[config.mk]
export PLATFORM = sky130hd
export DESIGN_NAME = tcd_dma
export DESIGN_NICKNAME = d
export VERILOG_FILES = /design/src/common/tcd_pkg.sv /design/src/common/tcd_mem_if.sv /design/src/core/tcd_dma.sv /design/src/core/tcd_fifo_mem.sv
export SDC_FILE = /design/constraint.sdc
export NUM_CORES = 1
export LEC_CHECK = 0
export BUFFER_PORTS_ARGS = -buffer_cell sky130_fd_sc_hd__buf_2
export CAP_MARGIN = 40
export CELL_PAD_IN_SITES_DETAIL_PLACEMENT = 1
export CELL_PAD_IN_SITES_GLOBAL_PLACEMENT = 1
export CORE_MARGIN = 5
export CORE_UTILIZATION = 41
export CTS_CLUSTER_SIZE = 14
export DETAILED_ROUTE_END_ITERATION = 8
export PLACE_DENSITY_LB_ADDON = 0.1
export SKIP_CTS_REPAIR_TIMING = 1
export SLEW_MARGIN = 10
export SYNTH_ARGS = -nofsm -noshare
export SYNTH_HDL_FRONTEND = slang
export SYNTH_SLANG_ARGS = --single-unit
[constraint.sdc]
create_clock -name pclk -period 14.3 [get_ports pclk]
set_clock_uncertainty 0.15 [all_clocks]
set_input_delay 2.145 -clock pclk [delete_from_list [all_inputs] [get_ports pclk]]
set_output_delay 2.145 -clock pclk [all_outputs]
set_load 0.01 [all_outputs]
[src/common/tcd_pkg.sv]
package tcd_pkg;
  // storage geometry
  localparam int DATA_W = 8;
  localparam int ADDR_W = 3;
  localparam logic [ADDR_W:0] DEPTH = 4'h8;
  // register byte offsets
  localparam logic [7:0] OFS_CTRL = 8'h00;
  localparam logic [7:0] OFS_CMD = 8'h04;
  localparam logic [7:0] OFS_RXCFG = 8'h08;
  localparam logic [7:0] OFS_TXDESC = 8'h0c;
  localparam logic [7:0] OFS_RXDESC = 8'h10;
  localparam logic [7:0] OFS_TXDATA = 8'h14;
  localparam logic [7:0] OFS_RXDATA = 8'h18;
  localparam logic [7:0] OFS_STATUS = 8'h1c;
  localparam logic [7:0] OFS_EVENT = 8'h20;
  // control field positions
  localparam int CTL_TX_TRANSP = 0;
  localparam int CTL_RX_TRANSP = 1;
  localparam int CTL_ABORT_SEL = 2;
  localparam int CTL_LOSS_MASK = 3;
  localparam int CTL_MODE_LSB = 4;
  localparam int CTL_IDLE_LSB = 8;
  localparam logic [15:0] CTRL_RST = 16'hff00;
  // command bits
  localparam int CMD_TX_ACT = 0;
  localparam int CMD_RX_ACT = 1;
  localparam int CMD_RX_JUMP = 2;
  // descriptor field positions
  localparam int DSC_NOTIFY = 16;
  localparam int DSC_END_MSG = 17;
  localparam int DSC_OWNER = 31;
  // port framing modes and flywheel frame lengths in bits
  localparam logic [2:0] MODE_NONE = 3'h0;
  localparam logic [2:0] MODE_T1 = 3'h1;
  localparam logic [2:0] MODE_E1 = 3'h2;
  localparam logic [2:0] MODE_2E1 = 3'h3;
  localparam logic [2:0] MODE_4E1 = 3'h4;
  localparam logic [10:0] FRM_T1 = 11'h0c1;
  localparam logic [10:0] FRM_E1 = 11'h100;
  localparam logic [10:0] FRM_2E1 = 11'h200;
  localparam logic [10:0] FRM_4E1 = 11'h400;
  // event codes
  typedef enum logic [3:0] {
    EV_NONE, EV_END_BUF, EV_FRM_REGAIN, EV_OWN_FAULT,
    EV_STARVE, EV_ALIGN_CHG, EV_FRM_LOSS
  } tcd_ev_t;
  localparam logic DIR_TX = 1'b1;
  localparam logic DIR_RX = 1'b0;
endpackage

[src/common/tcd_mem_if.sv]
`timescale 1ns/1ps
interface tcd_mem_if;
  import tcd_pkg::*;
  logic wr_en;
  logic [ADDR_W-1:0] wr_addr;
  logic [DATA_W-1:0] wr_data;
  logic [ADDR_W-1:0] rd_addr;
  logic [DATA_W-1:0] rd_data;
  modport mem (input wr_en, input wr_addr, input wr_data, input rd_addr, output rd_data);
  modport ctl (output wr_en, output wr_addr, output wr_data, output rd_addr, input rd_data);
endinterface

[src/core/tcd_dma.sv]
// Local design decisions: the APB register port and the register offsets.
`timescale 1ns/1ps
module tcd_dma
  import tcd_pkg::*;
(
  input wire logic pclk,
  input wire logic presetn,
  input wire logic psel,
  input wire logic penable,
  input wire logic pwrite,
  input wire logic [7:0] paddr,
  input wire logic [31:0] pwdata,
  output logic pready,
  output logic [31:0] prdata,
  output logic pslverr,
  input wire logic link_clk,
  input wire logic ser_rxd,
  input wire logic ser_receive_frame_sync,
  input wire logic ser_oof,
  output logic ser_txd
);
  tcd_mem_if tx_m ();
  tcd_mem_if rx_m ();
  tcd_fifo_mem u_tx_mem (.pclk(pclk), .port(tx_m.mem));
  tcd_fifo_mem u_rx_mem (.pclk(pclk), .port(rx_m.mem));

  // two-stage synchronisers for pin inputs
  logic [3:0] raw;
  logic [3:0] s1_r;
  logic [3:0] s2_r;
  logic [3:0] prev_r;
  assign raw = {ser_oof, ser_receive_frame_sync, ser_rxd, link_clk};
  generate
    for (genvar i = 0; i < 4; i++) begin : g_sync
      always_ff @(posedge pclk or negedge presetn) begin
        if (!presetn) begin
          s1_r[i] <= 1'b0;
          s2_r[i] <= 1'b0;
          prev_r[i] <= 1'b0;
        end else begin
          s1_r[i] <= raw[i];
          s2_r[i] <= s1_r[i];
          prev_r[i] <= s2_r[i];
        end
      end
    end
  endgenerate
  logic lclk_rise, lclk_fall, oof_rise, oof_fall, oof_now;
  assign lclk_rise = s2_r[0] & ~prev_r[0];
  assign lclk_fall = ~s2_r[0] & prev_r[0];
  assign oof_now = s2_r[3];
  assign oof_rise = s2_r[3] & ~prev_r[3];
  assign oof_fall = ~s2_r[3] & prev_r[3];

  // state
  logic pready_r, pslverr_r, ser_txd_r;
  logic [31:0] prdata_r;
  logic [15:0] ctrl_r;
  logic [7:0] rxcfg_r;
  logic tx_act_r, rx_act_r, tx_own_r, rx_own_r, tx_note_r, rx_note_r, tx_live_r;
  logic [15:0] tx_rem_r, rx_rem_r;
  logic [ADDR_W:0] tx_wp_r, tx_rp_r, rx_wp_r, rx_rp_r;
  logic [2:0] tx_bit_r, rx_bit_r;
  logic [7:0] tx_sh_r, rx_sh_r;
  logic [10:0] fly_r;
  logic rs_prev_r;
  logic [5:0] evt_r;

  logic [ADDR_W:0] tx_cnt, rx_cnt;
  logic tx_empty, tx_full, rx_empty, rx_full, abort_sel;
  logic [2:0] mode;
  assign tx_cnt = tx_wp_r - tx_rp_r;
  assign rx_cnt = rx_wp_r - rx_rp_r;
  assign tx_empty = (tx_cnt == '0);
  assign tx_full = (tx_cnt == DEPTH);
  assign rx_empty = (rx_cnt == '0);
  assign rx_full = (rx_cnt == DEPTH);
  assign abort_sel = ctrl_r[CTL_ABORT_SEL];
  assign mode = ctrl_r[CTL_MODE_LSB +: 3];

  // apb: one wait state, access completes when pready_r is high
  logic acc, wr_acc, rd_acc, pre;
  assign pre = psel & penable & ~pready_r;
  assign acc = psel & penable & pready_r;
  assign wr_acc = acc & pwrite;
  assign rd_acc = acc & ~pwrite;

  // transfer conditions seen by the bus and the link
  logic tx_push, rx_pop, tx_pop, tx_fault, rx_octet, rx_ovf, frame_alignment_change, rx_flush;
  logic [10:0] frm_len;
  assign tx_push = wr_acc & (paddr == OFS_TXDATA) & tx_act_r & tx_own_r & (tx_rem_r != '0) & ~tx_full;
  assign rx_pop = rd_acc & (paddr == OFS_RXDATA) & rx_own_r & (rx_rem_r != '0) & ~rx_empty;
  assign tx_pop = lclk_fall & tx_act_r & (tx_bit_r == '0) & ~tx_empty;
  assign tx_fault = lclk_fall & tx_act_r & (tx_bit_r == '0) & tx_empty;
  assign rx_octet = lclk_rise & rx_act_r & (rx_bit_r == 3'h7);
  assign rx_ovf = rx_octet & rx_full;
  always_comb begin
    unique case (mode)
      MODE_T1: frm_len = FRM_T1;
      MODE_E1: frm_len = FRM_E1;
      MODE_2E1: frm_len = FRM_2E1;
      MODE_4E1: frm_len = FRM_4E1;
      default: frm_len = '0;
    endcase
  end
  assign frame_alignment_change = lclk_rise & s2_r[2] & ~rs_prev_r & (frm_len != '0) & (fly_r != frm_len - 11'h1);
  assign rx_flush = rx_ovf | oof_rise | (frame_alignment_change & abort_sel);

  tcd_ev_t ev_code;
  logic ev_dir;
  // one event entry per cycle, errors before notices
  always_comb begin
    ev_code = EV_NONE;
    ev_dir = DIR_RX;
    if (tx_fault) begin
      ev_code = tx_own_r ? EV_STARVE : EV_OWN_FAULT;
      ev_dir = DIR_TX;
    end else if (rx_ovf) begin
      ev_code = rx_own_r ? EV_STARVE : EV_OWN_FAULT;
    end else if (oof_rise) begin
      ev_code = EV_FRM_LOSS;
    end else if (frame_alignment_change) begin
      ev_code = EV_ALIGN_CHG;
    end else if (oof_fall & ~ctrl_r[CTL_LOSS_MASK]) begin
      ev_code = EV_FRM_REGAIN;
    end else if (tx_push & (tx_rem_r == 16'h1) & tx_note_r) begin
      ev_code = EV_END_BUF;
      ev_dir = DIR_TX;
    end else if (rx_pop & (rx_rem_r == 16'h1) & rx_note_r) begin
      ev_code = EV_END_BUF;
    end
  end

  // event register, a new entry wins over the read clear
  always_ff @(posedge pclk or negedge presetn) begin
    if (!presetn) begin
      evt_r <= '0;
    end else if (ev_code != EV_NONE) begin
      evt_r <= {ev_code, ev_dir, 1'b1};
    end else if (rd_acc & (paddr == OFS_EVENT)) begin
      evt_r[0] <= 1'b0;
    end
  end

  // apb handshake and read data
  always_ff @(posedge pclk or negedge presetn) begin
    if (!presetn) begin
      pready_r <= 1'b0;
      pslverr_r <= 1'b0;
      prdata_r <= '0;
    end else begin
      pready_r <= pre;
      pslverr_r <= 1'b0;
      prdata_r <= '0;
      if (pre) begin
        unique case (paddr)
          OFS_CTRL: prdata_r <= {16'h0, ctrl_r};
          OFS_CMD: prdata_r <= '0;
          OFS_RXCFG: prdata_r <= {24'h0, rxcfg_r};
          OFS_TXDESC: prdata_r <= {tx_own_r, 14'h0, tx_note_r, tx_rem_r};
          OFS_RXDESC: prdata_r <= {rx_own_r, 14'h0, rx_note_r, rx_rem_r};
          OFS_TXDATA: pslverr_r <= pwrite & (tx_full | ~tx_act_r | ~tx_own_r);
          OFS_RXDATA: prdata_r <= {24'h0, (rx_own_r & ~rx_empty) ? rx_m.rd_data : 8'h0};
          OFS_STATUS: prdata_r <= {16'h0, oof_now, 3'h0, rx_cnt, 2'h0, rx_act_r, tx_act_r, tx_cnt};
          OFS_EVENT: prdata_r <= {26'h0, evt_r};
          default: pslverr_r <= 1'b1;
        endcase
      end
    end
  end

  // configuration and activation
  always_ff @(posedge pclk or negedge presetn) begin
    if (!presetn) begin
      ctrl_r <= CTRL_RST;
      rxcfg_r <= '0;
      tx_act_r <= 1'b0;
      rx_act_r <= 1'b0;
    end else begin
      if (wr_acc & (paddr == OFS_CTRL)) begin
        ctrl_r <= pwdata[15:0];
      end
      if (wr_acc & (paddr == OFS_RXCFG)) begin
        rxcfg_r <= pwdata[7:0];
      end
      // a fault drops the channel; only host activation brings it back
      if (tx_fault) begin
        tx_act_r <= 1'b0;
      end else if (wr_acc & (paddr == OFS_CMD) & pwdata[CMD_TX_ACT]) begin
        tx_act_r <= ctrl_r[CTL_TX_TRANSP];
      end
      if (rx_ovf | (oof_rise & abort_sel) | (frame_alignment_change & abort_sel)) begin
        rx_act_r <= 1'b0;
      end else if (wr_acc & (((paddr == OFS_CMD) & (pwdata[CMD_RX_ACT] | pwdata[CMD_RX_JUMP]))
                             | (paddr == OFS_RXCFG))) begin
        rx_act_r <= ctrl_r[CTL_RX_TRANSP];
      end
    end
  end

  // transmit descriptor: end_of_message and extras are stored nowhere
  always_ff @(posedge pclk or negedge presetn) begin
    if (!presetn) begin
      tx_own_r <= 1'b0;
      tx_note_r <= 1'b0;
      tx_rem_r <= '0;
      tx_wp_r <= '0;
    end else if (wr_acc & (paddr == OFS_TXDESC)) begin
      tx_own_r <= pwdata[DSC_OWNER] & (pwdata[15:0] != '0);
      tx_note_r <= pwdata[DSC_NOTIFY];
      tx_rem_r <= pwdata[15:0];
    end else if (tx_push) begin
      tx_wp_r <= tx_wp_r + 4'h1;
      tx_rem_r <= tx_rem_r - 16'h1;
      if (tx_rem_r == 16'h1) begin
        tx_own_r <= 1'b0;
      end
    end
  end
  assign tx_m.wr_en = tx_push;
  assign tx_m.wr_addr = tx_wp_r[ADDR_W-1:0];
  assign tx_m.wr_data = pwdata[7:0];
  assign tx_m.rd_addr = tx_rp_r[ADDR_W-1:0];

  // transmit serialiser, msb first, idle code when not carrying data
  always_ff @(posedge pclk or negedge presetn) begin
    if (!presetn) begin
      tx_bit_r <= '0;
      tx_sh_r <= '0;
      tx_live_r <= 1'b0;
      tx_rp_r <= '0;
      ser_txd_r <= 1'b1;
    end else if (lclk_fall) begin
      tx_bit_r <= tx_bit_r + 3'h1;
      if (tx_pop) begin
        tx_rp_r <= tx_rp_r + 4'h1;
        tx_sh_r <= {tx_m.rd_data[6:0], 1'b0};
        ser_txd_r <= tx_m.rd_data[7];
        tx_live_r <= 1'b1;
      end else if (tx_live_r & (tx_bit_r != '0)) begin
        tx_sh_r <= {tx_sh_r[6:0], 1'b0};
        ser_txd_r <= tx_sh_r[7];
      end else begin
        tx_live_r <= 1'b0;
        ser_txd_r <= ctrl_r[CTL_IDLE_LSB + 7 - tx_bit_r];
      end
    end
  end

  // receive descriptor and drain
  always_ff @(posedge pclk or negedge presetn) begin
    if (!presetn) begin
      rx_own_r <= 1'b0;
      rx_note_r <= 1'b0;
      rx_rem_r <= '0;
      rx_rp_r <= '0;
    end else begin
      if (wr_acc & (paddr == OFS_RXDESC)) begin
        rx_own_r <= pwdata[DSC_OWNER] & (pwdata[15:0] != '0);
        rx_note_r <= pwdata[DSC_NOTIFY];
        rx_rem_r <= pwdata[15:0];
      end else if (rx_pop & ~rx_flush) begin
        rx_rem_r <= rx_rem_r - 16'h1;
        if (rx_rem_r == 16'h1) begin
          rx_own_r <= 1'b0;
        end
      end
      if (rx_flush) begin
        rx_rp_r <= rx_wp_r;
      end else if (rx_pop) begin
        rx_rp_r <= rx_rp_r + 4'h1;
      end
    end
  end

  // receive deserialiser and frame flywheel
  always_ff @(posedge pclk or negedge presetn) begin
    if (!presetn) begin
      rx_bit_r <= '0;
      rx_sh_r <= '0;
      rx_wp_r <= '0;
      fly_r <= '0;
      rs_prev_r <= 1'b0;
    end else if (lclk_rise) begin
      rs_prev_r <= s2_r[2];
      if ((s2_r[2] & ~rs_prev_r) | (fly_r == frm_len - 11'h1)) begin
        fly_r <= '0;
      end else begin
        fly_r <= fly_r + 11'h1;
      end
      if (~rx_act_r | (frame_alignment_change & abort_sel) | (oof_now & abort_sel)) begin
        rx_bit_r <= '0;
      end else begin
        rx_bit_r <= rx_bit_r + 3'h1;
        rx_sh_r <= {rx_sh_r[6:0], oof_now | s2_r[1]};
        if (rx_octet & ~rx_full & ~oof_rise) begin
          rx_wp_r <= rx_wp_r + 4'h1;
        end
      end
    end
  end
  assign rx_m.wr_en = rx_octet & ~rx_full & ~oof_rise & ~(frame_alignment_change & abort_sel);
  assign rx_m.wr_addr = rx_wp_r[ADDR_W-1:0];
  assign rx_m.wr_data = {rx_sh_r[6:0], oof_now | s2_r[1]};
  assign rx_m.rd_addr = rx_rp_r[ADDR_W-1:0];

  assign pready = pready_r;
  assign prdata = prdata_r;
  assign pslverr = pslverr_r;
  assign ser_txd = ser_txd_r;

  a_tx_fault_stop: assert property (@(posedge pclk) disable iff (!presetn)
    tx_fault |=> !tx_act_r) else $error("transmit stayed active after fault");
  a_tx_fault_evt: assert property (@(posedge pclk) disable iff (!presetn)
    tx_fault && !tx_own_r |=> evt_r == {EV_OWN_FAULT, DIR_TX, 1'b1}) else $error("missing transmit ownership entry");
  a_tx_starve_evt: assert property (@(posedge pclk) disable iff (!presetn)
    tx_fault && tx_own_r |=> evt_r == {EV_STARVE, DIR_TX, 1'b1}) else $error("missing transmit starve entry");
  a_tx_no_poll: assert property (@(posedge pclk) disable iff (!presetn)
    !tx_act_r && !(wr_acc && paddr == OFS_CMD) |=> !tx_act_r) else $error("transmit woke without host");
  a_rx_ovf_stop: assert property (@(posedge pclk) disable iff (!presetn)
    rx_ovf |=> !rx_act_r && rx_cnt == '0) else $error("receive overflow not flushed");
  a_oof_flush: assert property (@(posedge pclk) disable iff (!presetn)
    oof_rise |=> rx_cnt == '0 && evt_r[5:1] == {EV_FRM_LOSS, DIR_RX}) else $error("framing loss not handled");
  a_frame_alignment_change_abort: assert property (@(posedge pclk) disable iff (!presetn)
    frame_alignment_change && abort_sel |=> !rx_act_r) else $error("alignment change did not suspend");
  a_rx_reactivate: assert property (@(posedge pclk) disable iff (!presetn)
    wr_acc && paddr == OFS_RXCFG && ctrl_r[CTL_RX_TRANSP] && !rx_flush |=> rx_act_r)
    else $error("config write did not reactivate");
  a_tx_eob: assert property (@(posedge pclk) disable iff (!presetn)
    tx_push && tx_rem_r == 16'h1 |=> !tx_own_r) else $error("transmit descriptor not released");
  a_bus_wait: assert property (@(posedge pclk) disable iff (!presetn)
    pre |=> pready ##1 !pready) else $error("bus answer timing wrong");
endmodule

[src/core/tcd_fifo_mem.sv]
`timescale 1ns/1ps
module tcd_fifo_mem
  import tcd_pkg::*;
(
  input wire logic pclk,
  tcd_mem_if.mem port
);
  logic [DATA_W-1:0] mem_r [0:DEPTH-1];

  // write port, registered read port
  always_ff @(posedge pclk) begin
    if (port.wr_en) begin
      mem_r[port.wr_addr] <= port.wr_data;
    end
    port.rd_data <= mem_r[port.rd_addr];
  end
endmodule

==> results of run 1 <==
-- placed cells by master, fill, tap and decap left out, drive strengths merged, types with 23 or more instances in the layout --
master	instances
a21oi	29
a22oi	24
buf	86
clkbuf	46
dfrtp	138
edfxtp	128
inv	27
mux2	32
mux4	34
nand2	141
nand3	23
nor2	61
nor3	25
o21ai	34
xnor2	24
-- registers in the layout (all words and copies together), names as in the netlist, 2 cells and up --
name,count
prev_r,2
ctrl_r,16
rx_rp_r,4
u_rx_mem.port.rd_data,8
rx_bit_r,3
tx_sh_r,7
evt_r,5
rxcfg_r,8
rx_rem_r,16
tx_rp_r,4
u_tx_mem.port.rd_data,8
u_rx_mem.mem_r,64
rx_sh_r,7
fly_r,11
tx_wp_r,4
rx_wp_r,4
prdata,18
s1_r,4
tx_rem_r,16
u_tx_mem.mem_r,64
s2_r,3
tx_bit_r,3
-- power by group through the flow --
stage | registers (mW) | clock network [mW] | logic (mW)
4_1_cts | 0.961 | 0.897 | 0.147
5_1_grt | 0.966 | 0.938 | 0.164
2_1_floorplan | 0.964 | 0 | 0.0953
6_report | 0.960 | 0.873 | 0.144
3_3_place_gp | 0.976 | 0 | 0.144
3_5_place_dp | 0.977 | 0 | 0.146
-- cell families after synthesis --
kind of cell | after synthesis
compound gates | 176
xor+xnor | 43
fa+ha+maj | 23
buf+inv | 83
flops | 291
mux | 70
other cells | 1
simple gates | 349
-- how the worst min path moves through the flow --
stage          slack, ns           endpoint
5_1_grt             0.20  s2_r[2]$_DFF_PN0_
2_1_floorplan       0.18  oof_now$_DFF_PN0_
4_1_cts             0.20  s2_r[2]$_DFF_PN0_
3_5_place_dp        0.19  s2_r[2]$_DFF_PN0_
3_3_place_gp        0.18  s2_r[2]$_DFF_PN0_
6_report            0.20  s2_r[2]$_DFF_PN0_
-- routing by layer --
metal	global-route usage	wire length, um	up-vias
li1	-	-	3997
met4	0.0627	1000	0
met1	0.285	16300	4424
met3	0.0313	1460	57
met2	0.320	16300	170
met5	0	0	-
-- cell type report --
class / count / share of cell area
Clock inverter: 15 / 0.0118
Multi-Input combinational cell: 675 / 0.324
Inverter: 28 / 0.00700
Sequential cell: 291 / 0.523
Tap cell: 402 / 0.0335
Timing Repair Buffer: 86 / 0.0361
Clock buffer: 46 / 0.0644
==> results by group, run 1 <==
Run status
  – Outcome: complete, no violations

Placed design
  – Placed instance area: 13900 um^2
  – Placed insts: 1481
  – Setup Slack @ Placement: 8.94 ns
  – Port bufs: 55
  – Dpl hpwl: 24100 um
  – Routability cong.: 0.819

Yosys
  – Yosys reg bits: 291
  – Largest family of logic cells by synthesized area: simple AND/OR/NAND/NOR gates
  – XOR/XNOR share of the synthesized area: 0.0289
  – Post-synthesis cell area: 13000 um^2
  – Top cells by area, synth: edfxtp_1 (30%), dfrtp_1 (27%), mux4_2 (5.9%)
  – Mean area per synthesized cell: 12.6 um^2
  – Predominant post-synthesis flop cell: dfrtp_1
  – Synth unique cells: 82
  – Synth area leader: edfxtp_1
  – Post-synth EDFFs: 128
  – YS warnings: 0
  – Post-Synth Adder-Cell Area: 0.0233
  – Register area share after synthesis: 0.603
  – Count leader, synth: nand2_1
  – Ys async rst share: 0.505
  – Multiplexer share of the synthesized area: 0.0896
  – Synth Area in Compound Gates: 0.0933
  – Top post-synthesis cells by count: nand2_1 (141), dfrtp_1 (138), edfxtp_1 (128)
  – Cells after Synth: 1036
  – Post-synth top area share: 0.295
  – Post-synthesis simple-gate area fraction: 0.133

Global route
  – Largest net degree at the start of global routing: 65
  – Vias in the first global route: 9136
  – Congestion Overflow GR: 0
  – First-pass GRT wire length: 55400 um
  – GRT Util Overall: 0.201
  – Antenna violations before repair: 0

Worst setup path
  – Crit Path Class: primary input to flop
  – Reg-to-Reg End: evt_r[4]$_DFFE_PN0P_
  – Arrival @ worst endpoint: 5.13 ns
  – Crit path from: paddr[5]
  – Reg-to-reg slack, setup: 10.05 ns
  – Buf/Inv on CP: 1
  – CP max stage delay: 0.76 ns
  – Critical path's slowest cell: a311oi_2
  – CP delay by family, top: simple AND/OR/NAND/NOR gates
  – R2R Path Start: tx_rp_r[1]$_DFFE_PN0P_
  – Worst setup path end: evt_r[4]$_DFFE_PN0P_
  – Worst EP required: 14.54 ns
  – Worst path depth: 7
  – Reg2Reg Depth: 9
  – CP endpoint kind: flop
  – CP cell instances: buf_2 -> nor4b_2 -> nand4_1 -> a311oi_2 -> or4b_4 -> and3_4 -> a221o_1
  – Type of origin of the critical path: primary input
  – CP Max Fanout: 9

Power
  – Leak pwr: 5.95 nW
  – Switching share of power: 0.234
  – Power Total: 1.98 mW
  – P_int: 1.51 mW
  – Power per standard cell area: 132 nW/um^2
  – Sequential power share: 0.485
  – Psw: 463 uW
  – Part of the power in combinational logic: 0.073
  – Clock share of power: 0.442
  – Peak VDD IR: 0.0986 mV

Routing
  – Drt first pass iters: 5
  – Post-DRT Antenna Nets: 0
  – DRC Markers: 0
  – Detailed-route via count: 8648
  – Routed vias/inst: 5.60
  – Iter 0 DRT Violations: 500
  – Total wire length: 35100 um
  – Drt wl/cell: 22.7 um

Hold path
  – HP Start: s1_r[2]$_DFF_PN0_
  – Worst Hold Path Cells: 0
  – Hold/Removal Path Class: flop to flop

Final layout
  – Final Cell Area: 15000 um^2
  – Fill count: 3266
  – Register area: 7850 um^2
  – ANT cells: 0
  – Layout Utilization: 0.477
  – Net count, final: 1188
  – Area Overhead vs Synth: 15.3%
  – Area of the multi-input gates: 4870 um^2
  – Finished Layout Cells: 1543
  – Fraction of layout cells with a size suffix above 1: 0.211

Clocking
  – Worst-Skew Late Latency: 0.52 ns
  – Num CTS Buffers: 34
  – # H-tree levels: 2
  – CTS Buffer Depth: 3
  – TritonCTS clock tree: done
  – Clock slew at reported path FFs: 0.06 ns
  – CTS Root Cell: clkbuf_16
  – Clock Sinks: 291

Die
  – Initial core utilization: 0.414
  – Die Wd: 188 um
  – Die ar.: 35400 um^2
  – I/O pin cnt: 84
  – Core ar.: 31500 um^2
  – Cell row count: 65
  – Die extent in y: 188 um

STA
  – Setup Viol. Count Final: 0
  – Final period util: 0.342
  – FMAX: 205 MHz
  – Fin crit period: 4.89 ns
  – Max-slew violation count: 0
  – Final Hold Vio Count: 0
  – Max_slew headroom: 0.376
  – Post-route setup slack: 9.41 ns
  – RSZ-0062 raised after global routing: false
  – Setup TNS: 0 ns
  – Least-Margin Pin Slew: 0.927 ns
  – Hold WS: 0.197 ns

Run
  – Max-cap violations: 0
Note: power is estimated with default switching activity, not from simulation.
==> run 2: changes to the inputs <==
clock period = 4.6 ns   (was 14.3 ns; I/O delays follow)
==> run 2 against run 1 <==
Die area unchanged. Largest cell class unchanged. Critical endpoint is now u_tx_mem.mem_r[4][6]$_DFFE_PP_. Combinational power rose to 3.2 times the previous value. Highest routed layer unchanged. Cell count up 0.65%. Power rose to 3.1 times the previous value. Register-to-register slack worse by 9.3 ns. Setup slack worse by 8.7 ns. Count of clock-buffer cells in the layout up 4. Wire length down 1.2%. Design area up 0.28%.
==> results by group, run 2 (same netlist as run 1, synthesis figures left out) <==
STA
  – Final period util: 0.843
  – Max-slew violation count: 0 (unchanged)
  – Final Hold Vio Count: 0 (unchanged)
  – FMAX: 258 MHz
  – Fin crit period: 3.88 ns
  – RSZ-0062 raised after global routing: false
  – Setup Viol. Count Final: 0 (unchanged)
  – Least-Margin Pin Slew: 0.910 ns (-0.0178 ns)
  – Setup TNS: 0 ns (unchanged)
  – Max_slew headroom: 0.388 (+0.0120)

Worst setup path
  – Buf/Inv on CP: 2 (+1)
  – CP cell instances: clkinv_1 -> ha_1 -> o21a_1 -> or3_1 -> a31o_2 -> or3_1 -> nor4b_1 -> buf_4
  – Arrival @ worst endpoint: 3.94 ns (-1.19 ns)
  – CP max stage delay: 0.60 ns (-0.16 ns)
  – Type of origin of the critical path: flop
  – CP Max Fanout: 12 (+3)
  – Worst EP required: 4.66 ns (-9.88 ns)
  – CP endpoint kind: flop
  – Reg-to-reg slack, setup: 0.72 ns (-9.33 ns)
  – CP dominant cell by count: or3_1
  – Critical path's slowest cell: or3_1
  – CP delay by family, top: simple AND/OR/NAND/NOR gates
  – Crit Path Class: flop to flop

Routing
  – Post-DRT Antenna Nets: 0 (unchanged)
  – Drt first pass iters: 5 (unchanged)
  – DRC Markers: 0 (unchanged)
  – Detailed-route via count: 8714 (+0.76%)
  – Drt wl/cell: 22.3 um (-1.8%)
  – Iter 0 DRT Violations: 528 (+5.6%)
  – Routed vias/inst: 5.61 (+0.11%)
  – Total wire length: 34600 um (-1.2%)

Hold path
  – Hold/Removal Path Class: primary input to flop

Final layout
  – Net count, final: 1197 (+0.76%)
  – Layout Utilization: 0.478 (+0.00135)
  – Area Overhead vs Synth: 15.6%
  – Fill count: 3276 (+0.31%)
  – ANT cells: 0 (unchanged)
  – Fraction of layout cells with a size suffix above 1: 0.213 (+0.00164)
  – Register area: 7850 um^2 (unchanged)
  – Most common library cell in the layout ignoring fill and taps: nand2_1
  – Final Cell Area: 15100 um^2 (+0.28%)
  – Area of the multi-input gates: 4860 um^2 (-0.21%)
  – Finished Layout Cells: 1553 (+0.65%)
  – Most frequent cells in the layout: nand2_1 (141), dfrtp_1 (138), edfxtp_1 (128), nor2_1 (61), buf_2 (54)

Power
  – Power per standard cell area: 406 nW/um^2 (+210%)
  – Part of the power in combinational logic: 0.076 (+0.003)
  – Sequential power share: 0.490 (+0.005)
  – Clock share of power: 0.434 (-0.008)
  – Power Total: 6.12 mW (+210%)
  – Psw: 1.46 mW (+210%)
  – Switching share of power: 0.238 (+0.00399)
  – P_int: 4.66 mW (+210%)
  – Leak pwr: 5.98 nW (+0.52%)
  – Peak VDD IR: 0.313 mV (+220%)

Global route
  – First-pass GRT wire length: 54700 um (-1.3%)
  – Antenna violations before repair: 0 (unchanged)
  – Largest net degree at the start of global routing: 54 (-17%)
  – Congestion Overflow GR: 0 (unchanged)
  – GRT Util Overall: 0.196 (-0.00417)
  – Vias in the first global route: 9235 (+1.1%)

Clocking
  – Worst-Skew Late Latency: 0.51 ns (about the same)
  – TritonCTS clock tree: done
  – # H-tree levels: 2 (unchanged)
  – Num CTS Buffers: 34 (unchanged)
  – CTS Buffer Depth: 3 (unchanged)
  – Clock slew at reported path FFs: 0.05 ns (about the same)
  – CTS Root Cell: clkbuf_16
  – Clock Sinks: 291 (unchanged)

Die
  – Die extent in y: 188 um (unchanged)
  – Initial core utilization: 0.414 (unchanged)
  – Die Wd: 188 um (unchanged)
  – Die ar.: 35400 um^2 (unchanged)
  – I/O pin cnt: 84 (unchanged)
  – Core ar.: 31500 um^2 (unchanged)
  – Cell row count: 65 (unchanged)

Placed design
  – Placed insts: 1490 (+0.61%)
  – Port bufs: 55 (unchanged)
  – Placed instance area: 13900 um^2 (+0.51%)
  – Routability cong.: 0.832 (+1.6%)
  – Dpl hpwl: 24100 um (about the same)

Run
  – Max-cap violations: 0 (unchanged)

Run status
  – Outcome: complete, no violations
[run 2: cell types whose count changed in the layout (fill, tap and decap cells not counted), moves of 2 or more]
| cell | delta |
|---|---|
| buf_4 | +10 |
| buf_8 | -2 |
| clkbuf_1 | +5 |
| clkinv_1 | -2 |
| clkinvlp_4 | -2 |
| nor3_1 | +2 |
| nor3_2 | -2 |
[run 2: final cells by class]
cell class	instances	area share
clock inverter	12	0.00922
multi-input combinational	675	0.323
tap	402	0.0334
sequential	291	0.522
timing repair buffer	95	0.0417
clock buffer	50	0.0646
inverter	28	0.00698
[run 2: power by group through the flow]
stage	Clock (mW)	Combinational, mW	Sequential [mW]
2_1_floorplan	0	0.296	3.00
3_3_place_gp	0	0.461	3.04
3_5_place_dp	0	0.473	3.05
4_1_cts	2.73	0.475	3.00
5_1_grt	2.86	0.519	3.01
6_report	2.66	0.466	3.00
[run 2: routing by layer]
| metal | GRT usage | wire length [um] |
|---|---|---|
| met2 | 0.319 | 16200 |
| met4 | 0.0596 | 1040 |
| met5 | 0 | 0 |
| met3 | 0.0339 | 1590 |
| met1 | 0.273 | 15800 |
[run 2: worst register-to-register path, delay by kind of cell, from the launching register on]
| kind | cells | cell delay (ns) |
|---|---|---|
| AOI/OAI and AO/OA | 2 | 0.43 |
| buffers and inverters | 2 | 0.60 |
| DFF | 1 | 0.59 |
| adders and majority gates | 1 | 0.40 |
| and+or+nand+nor | 3 | 1.40 |
[run 2: path summary, 6_finish.rpt]
path / startpoint / endpoint / cells past startpoint
max: tx_rp_r[2]$_DFFE_PN0P_ / u_tx_mem.mem_r[4][6]$_DFFE_PP_ / 8
min: ser_oof / s1_r[3]$_DFF_PN0_ / 1
max reg2reg: tx_rp_r[2]$_DFFE_PN0P_ / u_tx_mem.mem_r[4][6]$_DFFE_PP_ / 8
min reg2reg: s1_r[3]$_DFF_PN0_ / oof_now$_DFF_PN0_ / 0
max in group asynchronous: presetn / ctrl_r[14]$_DFFE_PN1P_ / 3
min in group asynchronous: presetn / tx_sh_r[3]$_DFFE_PN0P_ / 2
[run 2: per-stage QoR]
step	hold slack, ns	setup WS, ns
2_1_floorplan	0.181	0.0830
3_3_place_gp	0.183	0.721
3_5_place_dp	0.186	0.640
4_1_cts	-0.0211	0.628
5_1_grt	0.135	0.462
6_report	0.147	0.722
==> run 3: changes to the inputs <==
clock period = 4.05 ns   (was 4.6 ns; I/O delays follow)
==> run 3 against run 2 <==
The flow now finishes with violations (negative hold slack). Via count up 0.18%. Non-clock buffer count up 10. Wire length up 2.1%. First-iteration DRC count down 2.7%. Combinational power up 13%. Critical path depth up 3. Hold slack worse by 0.19 ns. Sequential power up 13%. Clock power up 14%. Design area up 0.45%. Critical endpoint is now rx_rem_r[15]$_DFFE_PN0P_. Largest cell class unchanged.
==> results by group, run 3 (same netlist as run 1, synthesis figures left out) <==
Routing
  – Drt wl/cell: 22.7 um (+1.5%)
  – Routed vias/inst: 5.59 (-0.39%)
  – Post-DRT Antenna Nets: 0 (unchanged)
  – Iter 0 DRT Violations: 514 (-2.7%)
  – Total wire length: 35400 um (+2.1%)
  – DRC Markers: 0 (unchanged)
  – Drt first pass iters: 5 (unchanged)
  – Detailed-route via count: 8730 (+0.18%)

Global route
  – First-pass GRT wire length: 56400 um (+3.2%)
  – Vias in the first global route: 9443 (+2.3%)
  – Largest net degree at the start of global routing: 70 (+30%)
  – Antenna violations before repair: 0 (unchanged)
  – Congestion Overflow GR: 0 (unchanged)
  – GRT Util Overall: 0.203 (+0.00693)

Final layout
  – ANT cells: 0 (unchanged)
  – Fraction of layout cells with a size suffix above 1: 0.221 (+0.00783)
  – Net count, final: 1207 (+0.84%)
  – Most frequent cells in the layout: nand2_1 (141), dfrtp_1 (138), edfxtp_1 (128), nor2_1 (61), buf_2 (54)
  – Area Overhead vs Synth: 16.2%
  – Most common library cell in the layout ignoring fill and taps: nand2_1
  – Final Cell Area: 15100 um^2 (+0.45%)

Power
  – Sequential power share: 0.488 (-0.002)
  – P_int: 5.34 mW (+14%)
  – Switching share of power: 0.232 (-0.00584)
  – Peak VDD IR: 0.327 mV (+4.3%)
  – Part of the power in combinational logic: 0.076 (about the same)
  – Clock share of power: 0.436 (+0.002)
  – Psw: 1.62 mW (+11%)
  – Leak pwr: 6.02 nW (+0.70%)
  – Power per standard cell area: 460 nW/um^2 (+13%)

STA
  – Max-slew violation count: 0 (unchanged)
  – Setup TNS: 0 ns (unchanged)
  – Setup Viol. Count Final: 0 (unchanged)
  – Final Hold Vio Count: 21 (+21)
  – Least-Margin Pin Slew: 0.694 ns (-0.216 ns)
  – FMAX: 275 MHz (+6.5%)
  – Final period util: 0.899 (+0.0563)
  – Hold WS: -0.0470 ns (-0.194 ns)
  – RSZ-0062 raised after global routing: false
  – Max_slew headroom: 0.537 (+0.149)
  – Fin crit period: 3.64 ns (-0.236 ns)

Worst setup path
  – Reg2Reg Depth: 11 (+3)
  – Crit path from: rx_wp_r[0]$_DFFE_PN0P_
  – CP max stage delay: 0.73 ns (+0.13 ns)
  – Reg-to-reg slack, setup: 0.41 ns (-0.31 ns)
  – Buf/Inv on CP: 2 (unchanged)
  – CP delay by family, top: simple AND/OR/NAND/NOR gates
  – CP endpoint kind: flop
  – Type of origin of the critical path: flop
  – Reg-to-Reg End: rx_rem_r[15]$_DFFE_PN0P_
  – Worst path depth: 11 (+3)
  – Worst setup path end: rx_rem_r[15]$_DFFE_PN0P_
  – R2R Path Start: rx_wp_r[0]$_DFFE_PN0P_
  – Arrival @ worst endpoint: 3.89 ns (-0.05 ns)
  – Worst EP required: 4.30 ns (-0.36 ns)
  – Critical path's slowest cell: or4b_2
  – Crit Path Class: flop to flop
  – CP cell instances: inv_1 -> ha_1 -> inv_1 -> fa_1 -> xor2_1 -> nor3_1 -> or4b_2 -> o211a_1 -> and4_1 -> and4_1 -> o31a_1
  – CP Max Fanout: 7 (-5)

Die
  – Cell row count: 65 (unchanged)
  – Die ar.: 35400 um^2 (unchanged)
  – Core ar.: 31500 um^2 (unchanged)
  – Die Wd: 188 um (unchanged)
  – Initial core utilization: 0.414 (unchanged)
  – I/O pin cnt: 84 (unchanged)
  – Die extent in y: 188 um (unchanged)

Clocking
  – Worst-Skew Late Latency: 0.51 ns (about the same)
  – TritonCTS clock tree: done
  – Clock Sinks: 291 (unchanged)
  – Clock slew at reported path FFs: 0.06 ns (about the same)
  – # H-tree levels: 2 (unchanged)
  – CTS Buffer Depth: 3 (unchanged)
  – Num CTS Buffers: 34 (unchanged)
  – CTS Root Cell: clkbuf_16

Placed design
  – Placed instance area: 14000 um^2 (+0.57%)
  – Routability cong.: 0.835 (+0.40%)
  – Port bufs: 55 (unchanged)
  – Dpl hpwl: 24600 um (+2.0%)

Run
  – Max-cap violations: 0 (unchanged)

Run status
  – Outcome: complete, but fails checks
  – Failing checks: negative hold slack

Hold path
  – Hold/Removal Path Class: primary input to asynchronous set/reset pin
==> run 3: cell count changes in the layout (fill, tap and decap cells not counted), sizes merged <==
cell	previous run	this run
dlygate4sd3	1	0
clkbuf	50	53
clkinv	10	5
inv	27	28
buf	94	105
==> run 3: layout make-up <==
cell class / count / area, um^2
multi-input cells: 675 / 4880
repair buffers: 105 / 677
clock inverters: 8 / 93.8
well taps: 402 / 503
inverters: 28 / 105
flip-flops and latches: 291 / 7850
fillers: 3260 / 16300
clock buffers: 53 / 1010
==> run 3: per-layer routing <==
layer	GRT usage	vias up	part of all wire
met5	0	-	0
met4	0.0522	0	0.022
met3	0.0291	55	0.040
met2	0.333	172	0.47
met1	0.288	4466	0.47
li1	-	4037	-
==> run 3: stage by stage <==
stage               utilization  std cells  power [mW]  worst slack, ns
floorplan                     -       1049        3.74           -0.313
global placement          0.445       1500        3.97            0.446
detailed placement        0.445       1501        3.99            0.379
CTS                       0.481       1562        7.05            0.358
global route              0.481       1562        7.28            0.137
finish                    0.481       1562        6.95            0.407
==> run 3: worst register-to-register path, stage by stage (launching register included) <==
cell and delay, ns:
dfrtp_1 0.42, inv_1 0.14, ha_1 0.17, inv_1 0.05, fa_1 0.37, xor2_1 0.23
nor3_1 0.21, or4b_2 0.73, o211a_1 0.24, and4_1 0.33, and4_1 0.25, o31a_1 0.23
==> run 3: worst min-delay path by stage <==
stage / cells after the start / start / endpoint
after floorplan: 0 / presetn / ctrl_r[0]$_DFFE_PN0P_
after global placement: 0 / s1_r[2]$_DFF_PN0_ / s2_r[2]$_DFF_PN0_
after detailed placement: 0 / s1_r[1]$_DFF_PN0_ / s2_r[1]$_DFF_PN0_
after CTS: 1 / presetn / tx_sh_r[2]$_DFFE_PN0P_
after global routing: 1 / presetn / tx_sh_r[2]$_DFFE_PN0P_
final: 1 / presetn / tx_sh_r[2]$_DFFE_PN0P_
==> run 3: power groups by stage <==
stage	Clock [mW]	Sequential, mW	Combinational [mW]
final	3.03	3.39	0.527
after CTS	3.11	3.39	0.539
after global placement	0	3.44	0.528
after floorplan	0	3.40	0.336
after detailed placement	0	3.45	0.538
after global routing	3.26	3.42	0.598
